### src/hdl/lin_resp_pkg.sv
// Package: constants, types and register map of the response controller
`default_nettype none
package lin_resp_pkg;
    // ****************************************************************
    // Register map
    // ****************************************************************
    localparam logic [2:0] OFS_CTRL   = 3'h0;
    localparam logic [2:0] OFS_STATUS = 3'h1;
    localparam logic [2:0] OFS_IRQ_EN = 3'h2;
    localparam logic [2:0] OFS_ERROR  = 3'h3;
    localparam logic [2:0] OFS_LENGTH = 3'h4;
    localparam logic [2:0] OFS_IDENT  = 3'h5;

    // Control register fields
    localparam int CTRL_LIN13 = 3;
    localparam int CTRL_UART  = 4;
    // Status register fields
    localparam int ST_RX_DONE = 0;
    localparam int ST_TX_DONE = 1;
    localparam int ST_HDR_OK  = 2;
    localparam int ST_ERR     = 3;
    localparam int ST_BUSY    = 4;
    // Error register fields
    localparam int ERR_BIT     = 0;
    localparam int ERR_CSUM    = 1;
    localparam int ERR_PARITY  = 2;
    localparam int ERR_SYNC    = 3;
    localparam int ERR_FRAME   = 4;
    localparam int ERR_TIMEOUT = 5;
    localparam int ERR_OVERRUN = 6;
    localparam int ERR_ABORT   = 7;

    // Reset values, length limit and checksum target
    localparam logic [7:0] RST_BYTE  = 8'h00;
    localparam logic [3:0] RST_LEN   = 4'h0;
    localparam logic [3:0] MAX_LEN   = 4'h8;
    localparam logic [7:0] CSUM_GOOD = 8'hFF;

    // Frame timing, in bit times
    localparam int HDR_BITS  = 34;
    localparam int BYTE_BITS = 10;
    localparam int TOL_NUM   = 14;
    localparam int TOL_DEN   = 10;

    typedef enum logic [2:0] {
        CMD_ABORT     = 3'b000,
        CMD_TX_HEADER = 3'b001,
        CMD_RX_RESP   = 3'b010,
        CMD_TX_RESP   = 3'b011
    } cmd_t;

    typedef enum logic [1:0] {
        S_IDLE   = 2'b00,
        S_HEADER = 2'b01,
        S_RX     = 2'b10,
        S_TX     = 2'b11
    } state_t;

    // Events from the bit-level serializer
    typedef struct packed {
        logic       header_done;
        logic [7:0] pid;
        logic       rx_valid;
        logic [7:0] rx_byte;
        logic       stop_bad;
        logic       tx_sent;
        logic       bit_check;
        logic       bit_sent;
        logic       bit_seen;
        logic       sync_bad;
        logic       break_sync;
        logic       bit_tick;
        logic       uart_overwrite;
    } link_evt_t;
endpackage : lin_resp_pkg
`default_nettype wire

### src/hdl/lin_response_ctrl.sv
// Response length, completion flags, errors and checksum of the LIN/UART
// ****************************************************************
// Overview of operation
// - Length zero moves only the checksum
// - LIN 2.1 lengths above eight clamp to eight
// - LIN 1.3 lengths decoded from identifier
// - Receive: transmit field cleared, counts received bytes
// - Receive error stops, count holds good bytes
// - Transmit: receive field cleared, counts sent bytes
// - Transmit error stops, count holds sent bytes
// - UART mode and reset zero both lengths
// - Header end sets header flag, not UART
// - Done flags per response, or per character
// - Summary is OR; writing one clears all
// - Monitored bit mismatch sets bit error, aborts
// - Received sum plus checksum must be FF
// - Identifier parity mismatch sets parity error
// - Bad synch edges set sync error
// - Dominant stop bit sets framing error
// - Frame longer than maximum sets timeout
// - Non-abort command while busy sets overrun
// - Abort while busy flagged; errors other than overrun clear command
// - Checksum is inverted sum with carry
// - Break inside data aborts with error
// - Four flags gated onto two interrupts
// - Busy is set and cleared by hardware
// ****************************************************************
//
// Design decisions made here: the register addresses and the strobed register port.
`default_nettype none
module lin_response_ctrl (
    input  wire logic                   clk,
    input  wire logic                   reset,
    input  wire logic [2:0]             addr,
    input  wire logic [7:0]             wdata,
    input  wire logic                   wr,
    input  wire logic                   rd,
    output logic      [7:0]             rdata,
    input  wire lin_resp_pkg::link_evt_t evt,
    input  wire logic [7:0]             tx_data_in,
    output logic                        tx_start,
    output logic      [7:0]             tx_byte,
    output logic      [3:0]             data_index,
    output logic                        rx_store,
    output logic      [7:0]             rx_data,
    output logic                        busy,
    output logic                        irq_transfer,
    output logic                        irq_error
);
    import lin_resp_pkg::*;

    // ****************************************************************
    // Functions
    // ****************************************************************
    function automatic logic [7:0] csum_add(input logic [7:0] s,
                                            input logic [7:0] b);
        logic [8:0] t;
        t = {1'b0, s} + {1'b0, b};
        return t[7:0] + {7'h00, t[8]};
    endfunction : csum_add

    function automatic logic [3:0] clamp_len(input logic [3:0] l);
        return (l > MAX_LEN) ? MAX_LEN : l;
    endfunction : clamp_len

    function automatic logic [3:0] decode_len(input logic [7:0] p);
        case (p[5:4])
            2'b11:   return 4'h8;
            2'b10:   return 4'h4;
            default: return 4'h2;
        endcase
    endfunction : decode_len

    function automatic logic parity_ok(input logic [7:0] p);
        logic p0;
        logic p1;
        p0 = p[0] ^ p[1] ^ p[2] ^ p[4];
        p1 = ~(p[1] ^ p[3] ^ p[4] ^ p[5]);
        return (p[6] == p0) && (p[7] == p1);
    endfunction : parity_ok

    function automatic logic [7:0] frame_max(input logic [3:0] l);
        int bits;
        bits = (TOL_NUM * (HDR_BITS + BYTE_BITS * (int'(l) + 1))) / TOL_DEN;
        return bits[7:0];
    endfunction : frame_max

    // ****************************************************************
    // State
    // ****************************************************************
    state_t     state;
    cmd_t       cmd;
    logic       lin13;
    logic       uart_mode;
    logic [3:0] rx_len;
    logic [3:0] tx_len;
    logic [7:0] ident;
    logic [7:0] sum;
    logic       tx_wait;
    logic       tx_last;
    logic       rx_done;
    logic       tx_done;
    logic       hdr_ok;
    logic [7:0] err_reg;
    logic [3:0] irq_en;
    logic       timer_on;
    logic [7:0] timer;
    logic [7:0] timer_lim;

    // ****************************************************************
    // Decode
    // ****************************************************************
    wire        wr_ctrl   = wr && (addr == OFS_CTRL);
    wire        wr_status = wr && (addr == OFS_STATUS);
    wire        wr_len    = wr && (addr == OFS_LENGTH);
    wire        wr_ident  = wr && (addr == OFS_IDENT);
    wire cmd_t  wcmd      = cmd_t'(wdata[2:0]);
    wire        w_uart    = wdata[CTRL_UART];
    wire        w_lin13   = wdata[CTRL_LIN13];

    assign busy = (state != S_IDLE);

    wire cmd_abort   = wr_ctrl && busy && (wcmd == CMD_ABORT);
    wire cmd_overrun = wr_ctrl && busy && (wcmd != CMD_ABORT);
    wire go          = wr_ctrl && !busy && !w_uart;
    wire go_rx       = go && (wcmd == CMD_RX_RESP);
    wire go_tx       = go && (wcmd == CMD_TX_RESP);
    wire go_hdr      = go && (wcmd == CMD_TX_HEADER);

    wire hdr_evt     = evt.header_done && !uart_mode &&
                       ((state == S_IDLE) || (state == S_HEADER));
    wire rx_evt      = evt.rx_valid && (state == S_RX);
    wire rx_good     = rx_evt && !evt.stop_bad;
    wire rx_is_csum  = (tx_len == rx_len);
    wire csum_match  = (csum_add(sum, evt.rx_byte) == CSUM_GOOD);
    wire rx_finish   = rx_good && rx_is_csum && csum_match;
    wire tx_evt      = evt.tx_sent && (state == S_TX) && tx_wait;
    wire tx_finish   = tx_evt && tx_last;
    wire timed_out   = timer_on && (timer >= timer_lim);

    // Error sources, one per error bit
    wire [7:0] err_set;
    assign err_set[ERR_BIT]     = (state == S_TX) &&
        ((evt.bit_check && (evt.bit_sent != evt.bit_seen))
         || evt.break_sync);
    assign err_set[ERR_CSUM]    = rx_good && rx_is_csum && !csum_match;
    assign err_set[ERR_PARITY]  = hdr_evt && !parity_ok(evt.pid);
    assign err_set[ERR_SYNC]    = evt.sync_bad && !uart_mode;
    assign err_set[ERR_FRAME]   = (evt.rx_valid && evt.stop_bad &&
                                   (uart_mode || state == S_RX))
                                  || ((state == S_RX) && evt.break_sync);
    assign err_set[ERR_TIMEOUT] = timed_out;
    assign err_set[ERR_OVERRUN] = cmd_overrun
                                  || (uart_mode && evt.uart_overwrite);
    assign err_set[ERR_ABORT]   = cmd_abort;

    wire any_err   = |err_set;
    // Overrun leaves the transfer running; every other error stops it
    wire stop_err  = |(err_set & ~(8'h01 << ERR_OVERRUN));
    wire clr_err   = wr_status && wdata[ST_ERR];
    wire err_sum   = |err_reg;

    // ****************************************************************
    // Control and sequencing
    // ****************************************************************
    always_ff @(posedge clk or posedge reset) begin
        if (reset) begin
            state     <= S_IDLE;
            cmd       <= CMD_ABORT;
            lin13     <= 1'b0;
            uart_mode <= 1'b0;
        end else if (stop_err) begin
            state <= S_IDLE;
            cmd   <= CMD_ABORT;
        end else if (wr_ctrl && !busy) begin
            cmd       <= wcmd;
            lin13     <= w_lin13;
            uart_mode <= w_uart;
            if (go_rx) begin
                state <= S_RX;
            end else if (go_tx) begin
                state <= S_TX;
            end else if (go_hdr) begin
                state <= S_HEADER;
            end
        end else if (hdr_evt || rx_finish || tx_finish) begin
            state <= S_IDLE;
        end
    end

    // ****************************************************************
    // Length fields and byte counting
    // ****************************************************************
    always_ff @(posedge clk or posedge reset) begin
        if (reset) begin
            rx_len <= RST_LEN;
            tx_len <= RST_LEN;
        end else if (uart_mode) begin
            rx_len <= RST_LEN;
            tx_len <= RST_LEN;
        end else if (go_rx) begin
            tx_len <= RST_LEN;
            rx_len <= w_lin13 ? rx_len : clamp_len(rx_len);
        end else if (go_tx) begin
            rx_len <= RST_LEN;
            tx_len <= w_lin13 ? tx_len : clamp_len(tx_len);
        end else if (hdr_evt && lin13) begin
            rx_len <= decode_len(evt.pid);
            tx_len <= decode_len(evt.pid);
        end else if (rx_good && !rx_is_csum) begin
            tx_len <= tx_len + 4'h1;
        end else if (tx_evt && !tx_last) begin
            rx_len <= rx_len + 4'h1;
        end else if (wr_len && !busy) begin
            rx_len <= wdata[3:0];
            tx_len <= wdata[7:4];
        end
    end

    // ****************************************************************
    // Identifier and running checksum
    // ****************************************************************
    always_ff @(posedge clk or posedge reset) begin
        if (reset) begin
            ident <= RST_BYTE;
        end else if (hdr_evt) begin
            ident <= evt.pid;
        end else if (wr_ident && !busy && !uart_mode) begin
            ident <= wdata;
        end
    end

    always_ff @(posedge clk or posedge reset) begin
        if (reset) begin
            sum <= RST_BYTE;
        end else if (go_rx || go_tx) begin
            sum <= w_lin13 ? RST_BYTE : ident;
        end else if (rx_good && !rx_is_csum) begin
            sum <= csum_add(sum, evt.rx_byte);
        end else if (tx_evt && !tx_last) begin
            sum <= csum_add(sum, tx_byte);
        end
    end

    // ****************************************************************
    // Transmit byte feed
    // ****************************************************************
    assign data_index = (state == S_TX) ? rx_len : tx_len;

    always_ff @(posedge clk or posedge reset) begin
        if (reset) begin
            tx_start <= 1'b0;
            tx_byte  <= RST_BYTE;
            tx_wait  <= 1'b0;
            tx_last  <= 1'b0;
        end else if (state == S_TX && !tx_wait && !stop_err) begin
            tx_start <= 1'b1;
            tx_last  <= (rx_len == tx_len);
            tx_byte  <= (rx_len == tx_len) ? ~sum : tx_data_in;
            tx_wait  <= 1'b1;
        end else begin
            tx_start <= 1'b0;
            if (tx_evt || state != S_TX) begin
                tx_wait <= 1'b0;
            end
        end
    end

    // ****************************************************************
    // Receive byte output
    // ****************************************************************
    always_ff @(posedge clk or posedge reset) begin
        if (reset) begin
            rx_store <= 1'b0;
            rx_data  <= RST_BYTE;
        end else begin
            rx_store <= (rx_good && !rx_is_csum) ||
                        (uart_mode && evt.rx_valid && !evt.stop_bad);
            if (rx_good || (uart_mode && evt.rx_valid)) begin
                rx_data <= evt.rx_byte;
            end
        end
    end

    // ****************************************************************
    // Frame timer
    // ****************************************************************
    always_ff @(posedge clk or posedge reset) begin
        if (reset) begin
            timer_on  <= 1'b0;
            timer     <= RST_BYTE;
            timer_lim <= RST_BYTE;
        end else if (stop_err || rx_finish || tx_finish || uart_mode) begin
            timer_on <= 1'b0;
        end else if (hdr_evt) begin
            timer_on  <= 1'b1;
            timer     <= RST_BYTE;
            timer_lim <= frame_max(lin13 ? decode_len(evt.pid) : MAX_LEN);
        end else if (timer_on) begin
            if (go_rx) begin
                timer_lim <= frame_max(w_lin13 ? rx_len : clamp_len(rx_len));
            end else if (go_tx) begin
                timer_lim <= frame_max(w_lin13 ? tx_len : clamp_len(tx_len));
            end
            if (evt.bit_tick) begin
                timer <= timer + 8'h01;
            end
        end
    end

    // ****************************************************************
    // Flags, error register, interrupt enables
    // ****************************************************************
    always_ff @(posedge clk or posedge reset) begin
        if (reset) begin
            rx_done <= 1'b0;
            tx_done <= 1'b0;
            hdr_ok  <= 1'b0;
            err_reg <= RST_BYTE;
        end else begin
            rx_done <= rx_finish || (uart_mode && evt.rx_valid) ||
                       (rx_done && !(wr_status && wdata[ST_RX_DONE]));
            tx_done <= tx_finish || (uart_mode && evt.tx_sent) ||
                       (tx_done && !(wr_status && wdata[ST_TX_DONE]));
            hdr_ok  <= hdr_evt ||
                       (hdr_ok && !(wr_status && wdata[ST_HDR_OK]));
            err_reg <= err_set | (clr_err ? RST_BYTE : err_reg);
        end
    end

    always_ff @(posedge clk or posedge reset) begin
        if (reset) begin
            irq_en <= RST_LEN;
        end else if (wr && addr == OFS_IRQ_EN) begin
            irq_en <= wdata[3:0];
        end
    end

    assign irq_transfer = (rx_done && irq_en[ST_RX_DONE]) ||
                          (tx_done && irq_en[ST_TX_DONE]) ||
                          (hdr_ok && irq_en[ST_HDR_OK]);
    assign irq_error    = err_sum && irq_en[ST_ERR];

    // ****************************************************************
    // Read port
    // ****************************************************************
    wire [7:0] status_rd = {3'b000, busy, err_sum, hdr_ok, tx_done, rx_done};
    wire [7:0] ctrl_rd   = {3'b000, uart_mode, lin13, cmd};
    logic [7:0] rd_mux;

    always_comb begin
        case (addr)
            OFS_CTRL:   rd_mux = ctrl_rd;
            OFS_STATUS: rd_mux = status_rd;
            OFS_IRQ_EN: rd_mux = {4'h0, irq_en};
            OFS_ERROR:  rd_mux = err_reg;
            OFS_LENGTH: rd_mux = {tx_len, rx_len};
            OFS_IDENT:  rd_mux = ident;
            default:    rd_mux = RST_BYTE;
        endcase
    end

    always_ff @(posedge clk or posedge reset) begin
        if (reset) begin
            rdata <= RST_BYTE;
        end else begin
            rdata <= rd ? rd_mux : RST_BYTE;
        end
    end
endmodule : lin_response_ctrl
`default_nettype wire

### config.mk
export PLATFORM = sky130hd
export DESIGN_NAME = lin_response_ctrl
export DESIGN_NICKNAME = d
export VERILOG_FILES = /design/src/hdl/lin_resp_pkg.sv /design/src/hdl/lin_response_ctrl.sv
export SDC_FILE = /design/constraint.sdc
export NUM_CORES = 1
export LEC_CHECK = 0
export BUFFER_PORTS_ARGS = -buffer_cell sky130_fd_sc_hd__clkbuf_2
export CAP_MARGIN = 20
export CORE_MARGIN = 4
export CORE_UTILIZATION = 62
export CTS_CLUSTER_DIAMETER = 150
export DETAILED_ROUTE_END_ITERATION = 8
export PLACE_DENSITY = 0.91
export SETUP_SLACK_MARGIN = 0.2
export SLEW_MARGIN = 0
export SYNTH_ARGS = -nofsm -noshare
export SYNTH_HDL_FRONTEND = slang
export SYNTH_SLANG_ARGS = --single-unit
### constraint.sdc
create_clock -name clk -period 11.65 [get_ports clk]
set_input_delay 1.165 -clock clk [delete_from_list [all_inputs] [get_ports clk]]
set_output_delay 1.165 -clock clk [all_outputs]
set_load 0.02 [all_outputs]
### Yosys cells after proc, flatten, opt, wreduce, memory -nomap -nowiden

Cells that the tools add are included.

* bits in registers: 91
* bits of input ports: 50
* word-level logic and storage cells: 248

* add/sub/neg operators: 13
* $mul: 6
* div/mod/pow operators: 3
* $lt $le $gt $ge: 3
* eq/ne operators: 23
* mux-type cells: 53
* bitwise operators: 11
* reductions and logical operators: 113

Operators by type and width (count)
* $mux 8: 16
* $div 32x5->32 const B: 3
* $mux 4: 22
* $logic_and 1x1->1: 55
* $pmux 8 s6: 1
* $mul 3x10->13 const A: 3
* $add 6x9->10 const A: 3
* $mul 3x5->8 const A: 3
* $logic_or 1x1->1: 21
* $add 8x8->9: 2
* $add 8x1->8: 2
* $add 4x1->5 const B: 3
* $reduce_bool 2->1: 7
* $logic_not 1->1: 13
* $eq 3x2->1 const B: 4
* $mux 2: 6
* $reduce_bool 3->1: 4
* $reduce_bool 6->1: 2
* $ne 5x5->1 const B: 2
* $add 4x1->4 const B: 2
* $add 8x1->8 const B: 1
* $eq 2x2->1 const B: 4
* $eq 4x4->1: 2
* $eq 8x8->1 const B: 1
* 22 further kinds: 43

### Depth between registers and ports, before layout

* depth after elaboration: 20
* gate-level depth with buffers: 47
* mapped depth without buffers: 44

### Worst setup path after synthesis

No wires, ideal clock.

* path kind: input-to-reg
* start point: in wdata[3]
* end point: reg timer_lim[0]
* arrival: 9.863 ns
* data required time: 11.526 ns
* path slack: 1.663 ns
* stages: 42
* cells stage by stage: clkbuf_1 > inv_1 > nand2_1 > o21ai_0 > inv_1 > ha_1 > nand4_1 > inv_1 > ha_1 > inv_1 > fa_1 > or2_2 > a22oi_1 > nor2_1 > a21oi_1 > xnor2_1 > fa_1 > inv_1 > (+6 left out) > or2_1 > buf_2 > o31ai_1 > a221oi_1 > a31o_2 > mux2_1 > o2111a_1 > nor2_4 > o21ai_0 > nand2_1 > xnor2_1 > ha_1 > a21oi_1 > mux2i_1 > a21o_1 > and3_1 > o31ai_1 > o21ai_1

* cells in the longest elaborated chain, start to end: 10
* elaborated cells on any way between the ends: 16
* those cells by class: 4 x add/sub; 4 x mul; 2 x div; 6 x mux

RTL lines
* from (decl): RTL line lin_response_ctrl.sv:35 `input wire logic [7:0] wdata,`
* $mux 4: RTL line lin_response_ctrl.sv:303 `timer_lim <= frame_max(w_lin13 ? tx_len : clamp_len(tx_len));`
* $add 4x1->5: RTL line lin_response_ctrl.sv:84 `bits = (TOL_NUM * (HDR_BITS + BYTE_BITS * (int'(l) + 1))) / TOL_DEN;`
* $mul 3x5->8: RTL line lin_response_ctrl.sv:84
* $add 6x9->10: RTL line lin_response_ctrl.sv:84
* $mul 3x10->13: RTL line lin_response_ctrl.sv:84
* $div 32x5->32: RTL line lin_response_ctrl.sv:84
* $mux 8: RTL line lin_response_ctrl.sv:302 `end else if (go_tx) begin`
* $mux 8 (*): RTL line lin_response_ctrl.sv:300 `if (go_rx) begin`
* $mux 8 (*): RTL line lin_response_ctrl.sv:299 `end else if (timer_on) begin`
* $mux 8 (*): RTL line lin_response_ctrl.sv:295 `end else if (hdr_evt) begin`
* to (signal assigned): RTL line lin_response_ctrl.sv:298 `timer_lim <= frame_max(lin13 ? decode_len(evt.pid) : MAX_LEN);`
* to (signal assigned): RTL line lin_response_ctrl.sv:301 `timer_lim <= frame_max(w_lin13 ? rx_len : clamp_len(rx_len));`
* to (signal assigned): RTL line lin_response_ctrl.sv:303
* to (decl): RTL line lin_response_ctrl.sv:108 `logic [7:0] timer_lim;`

Every way passes the cells marked *; elsewhere a longest branch is shown, timed or not. The select of a mux whose other input is x is not followed.
A chain may end at the register's enable or synchronous reset.

### Worst setup path in the final report

Ends and elaborated chain as after synthesis.

==> out/results.env <==
STATUS='finished, final reports clean'
WORSTHOLDPATHCELLS=1
POST_SYN_AREA_MM2=0.00992
GRT_PASS1_WL_UM=45000
RELSLEWSLACK_PCT=38.8
SYNTH_SIMPLE_GATE_AREA_SHARE_PCT=19.8
WORST-R2R-SETUP-SLACK_NS=1.21
MAX-CAP-VIOLATIONS=0
POST_SYNTH_FA_HA_MAJ_AREA_FRACTION_PCT=15.7
GLOBALROUTE.TOTALOVERFLOW=0
FINAL.SETUP_SKEW_NS=0.00488
INITIAL_ANTENNA_VIOLATION_COUNT=0
MIN-DELAY-START='timer_lim[4]$_DFFE_PP0P_'
DIE_HEIGHT_UM=134
TIMING.CRITICAL_PATH.SLOWEST_STAGE_CELL='sky130_fd_sc_hd__or4b_2'
STD_CELL_ROWS=45
AVGROUTEDWIREPERCELL_UM=18.5
DETAILED_PLACE_HPWL_UM=20900
WORSTSKEWPAIRLATENCY_NS=0.34
DRT_PASS1_ITERATIONS=7
GRT_UTIL_MET1_PCT=38.8
MOST_COMMON_LIBRARY_CELL_IN_THE_LAYOUT_IGNORING_FILL_AND_TAPS='sky130_fd_sc_hd__nand2_1'
WL_UM=27400
DETAIL_ROUTE.VIAS_PER_CELL=6.53
STARTPOINT_TO_ENDPOINT_CLASS_OF_THE_CRITICAL_PATH='input port to flop'
FINAL_TNS_SETUP_NS=0
GLOBALROUTEMET2UTIL_PCT=50.1
WORST_HOLD_PATH_TYPE='flop to flop'
PERIOD_SHARE_PCT=93.1
FINAL_NET_COUNT=1430
SYNTHFLOPTYPE='sky130_fd_sc_hd__dfrtp_1'
CTS_TREE='done'
SYNTH-SEQ-CELLS=91
FINAL.MIN_CLOCK_PERIOD_NS=10.84
ANTENNA_CELLS=0
YOSYSWARNINGS=0
DRV_SLEW=0
INITIAL_CORE_UTIL_PCT=64.3
CLKTRANSATPATHREGS_NS=0.06
CRIT_END_ELEMENT='flop'
DRIVE_ABOVE_1_SHARE_PCT=12.6
NUMPORTBUFFERS=82
DRT-INITIAL-DRC-COUNT=1132
CELLS_AFTER_SYNTHESIS=1214
VIA_COUNT_OF_THE_FIRST_GLOBAL_ROUTING_PASS=9316
CPPEAKSTAGEDELAY_NS=0.62
ROUTED-VIA-COUNT=9681
CLOCK_PATH_BUFFERS=2
NUMBER_OF_ENDPOINTS_WITH_NEGATIVE_HOLD_SLACK_IN_THE_FINAL_REPORT=0
GRT_USE_MET3_PCT=4.43
MAXIMUM_NUMBER_OF_PINS_ON_ONE_NET_BEFORE_GLOBAL_ROUTE_REPAIR=61
REPORT.FINAL.SETUP_VIOL=0
DRT.ANTENNA.VIOLATING_NETS=0
FINALWEIGHTEDCONGESTION=0.946
YOSYSSEQAREASHARE_PCT=23.0
POST-ROUTE-DRC-COUNT=0
MOSTFREQUENTLAYOUTCELLS='sky130_fd_sc_hd__nand2_1, sky130_fd_sc_hd__dfrtp_1, sky130_fd_sc_hd__ha_1'
SYN_AVG_CELL_AREA_UM2=8.17
CRIT-REG2REG-CAPTURE='timer_lim[0]$_DFFE_PP0P_'
CRIT_BUF_INV=5
REQUIRED_NS=11.87
YOSYS.AREA_SHARE.XOR_XNOR_PCT=6.98
MAX_CLOCK_FREQ_GHz=0.0922
PIN_COUNT=83
PATH_DELAY_FAMILY='simple AND/OR/NAND/NOR gates'
SEQ_AREA_MM2=0.00228
GRT_BUSIEST_LAYER='met2'
HOLD-PATH-ENDPOINT='timer_lim[4]$_DFFE_PP0P_'
MULTI_INPUT_GATE_AREA_IN_THE_FINAL_LAYOUT_MM2=0.00713
CRITICAL-PATH-TOP-CELL-BY-COUNT='sky130_fd_sc_hd__ha_1'
AREA.GROWTH.SYNTH_TO_FINAL_PCT=7.96
GRT_USE_TOTAL_PCT=30.0
WORST_CASE_REG_TO_REG_PATH_DEPTH=41
CLOCK_SINK_COUNT=91
SYNTH_ENABLE_FLOP_CELLS=0
ASYNCSETRESETFLOPFRACSYNTH_PCT=100
TIMING.CRITICAL_PATH.FANOUT_MAX=13
ROOT_BUFFER='sky130_fd_sc_hd__clkbuf_16'
YOSYS-MUX-AREA-FRACTION_PCT=4.45
SYNTH.LIB_CELLS_USED.DISTINCT=99
FP.DIEAREA_MM2=0.0181
GRT_SETUP_UNREPAIRED='no'
MAIN_COMBINATIONAL_CELL_FAMILY_BY_AREA_AFTER_SYNTHESIS='compound AO/OA/AOI/OAI gates'
CRIT-REG2REG-LAUNCH='tx_len[0]$_DFFE_PP0P_'
HTREEDEPTH=3
CRITPATHARRIVALTIME_NS=11.06
DIE_W_UM=134
CORE_REGION_AREA_MM2=0.0154
CTS_BUFFERS=9
FINAL.FILL_COUNT=1171
START_KIND='input port'
COMPOUND_GATE_PORTION_OF_THE_SYNTHESIZED_AREA_PCT=24.7
TIGHTEST_SLEW_NS=0.915
## synth_stat cells (21+ instances only)
library cell	count	area share (%)
sky130_fd_sc_hd__nand2_1	126	4.8
sky130_fd_sc_hd__clkbuf_1	36	1.4
sky130_fd_sc_hd__nand3_1	36	1.8
sky130_fd_sc_hd__xnor2_1	55	4.9
sky130_fd_sc_hd__ha_1	90	11
sky130_fd_sc_hd__a21oi_1	83	4.2
sky130_fd_sc_hd__fa_1	21	4.2
sky130_fd_sc_hd__nor2_1	88	3.3
sky130_fd_sc_hd__o21ai_0	87	4.4
sky130_fd_sc_hd__a31oi_1	21	1.3
sky130_fd_sc_hd__xor2_1	24	2.1
sky130_fd_sc_hd__inv_1	80	3.0
sky130_fd_sc_hd__a21o_1	25	1.9
sky130_fd_sc_hd__dfrtp_1	91	23
## through the flow
step | util, % | setup slack [ns] | instances | hold slack (ns) | instance area (um2)
after floorplan | - | 1.66 | 1217 | 0.449 | 9930
after global placement | 67.6 | 0.760 | 1466 | 0.462 | 10400
after detailed placement | 67.6 | 0.280 | 1466 | 0.489 | 10400
after CTS | 69.2 | 0.613 | 1480 | 0.491 | 10700
after global routing | 69.4 | 0.305 | 1483 | 0.514 | 10700
final | 69.4 | 0.808 | 1483 | 0.489 | 10700
## worst max path at each step
stage | start | end | slack, ns | cells after the start
6_report | wdata[3] | timer_lim[0]$_DFFE_PP0P_ | 0.81 | 39
5_1_grt | wdata[3] | timer_lim[0]$_DFFE_PP0P_ | 0.30 | 39
4_1_cts | wdata[3] | timer_lim[0]$_DFFE_PP0P_ | 0.61 | 40
3_5_place_dp | wdata[3] | timer_lim[0]$_DFFE_PP0P_ | 0.28 | 40
3_3_place_gp | wdata[3] | timer_lim[0]$_DFFE_PP0P_ | 0.76 | 40
2_1_floorplan | wdata[3] | timer_lim[0]$_DFFE_PP0P_ | 1.66 | 42
## worst reg2reg max path: cells and delay by family, from the launching register on
kind	cells	cell delay [ns]
AOI/OAI and AO/OA	12	2.56
xor gates and xnor gates	2	0.33
adders and majority gates	8	2.70
buffers and inverters	4	0.39
DFF	1	0.52
muxes	3	0.81
and+or+nand+nor	12	3.00
## final cells by class
type                       instances  area share [%]
clock buffer                      11            2.17
clock inverter                     3           0.164
inverter                          83            2.96
multi-input combinational        994            66.6
sequential                        91            21.3
tap                              211            2.47
timing repair buffer              90            4.37
## repair_timing
item                       CTS  global route
hold buffers                 0             0
setup buffers                0             2
setup endpoints to repair    0             2
gates resized for setup      0             3
## cells by family after synthesis
logic type | Yosys count
other | 1
xor gates and xnor gates | 79
muxes | 41
adders and majority gates | 112
AOI/OAI and AO/OA | 368
and+or+nand+nor | 390
buffers and inverters | 132
DFF | 91
## per-layer routing
metal	vias up	wire length, um	share of wire, %
met5	-	0	0
met4	0	1210	4.4
met3	115	2440	8.9
met2	592	12700	46
met1	4466	11000	40
li1	4508	-	-
Power is left out: the tool's default activity adds up to more than one toggle a clock period on the data nets, which glitch-free logic cannot reach.
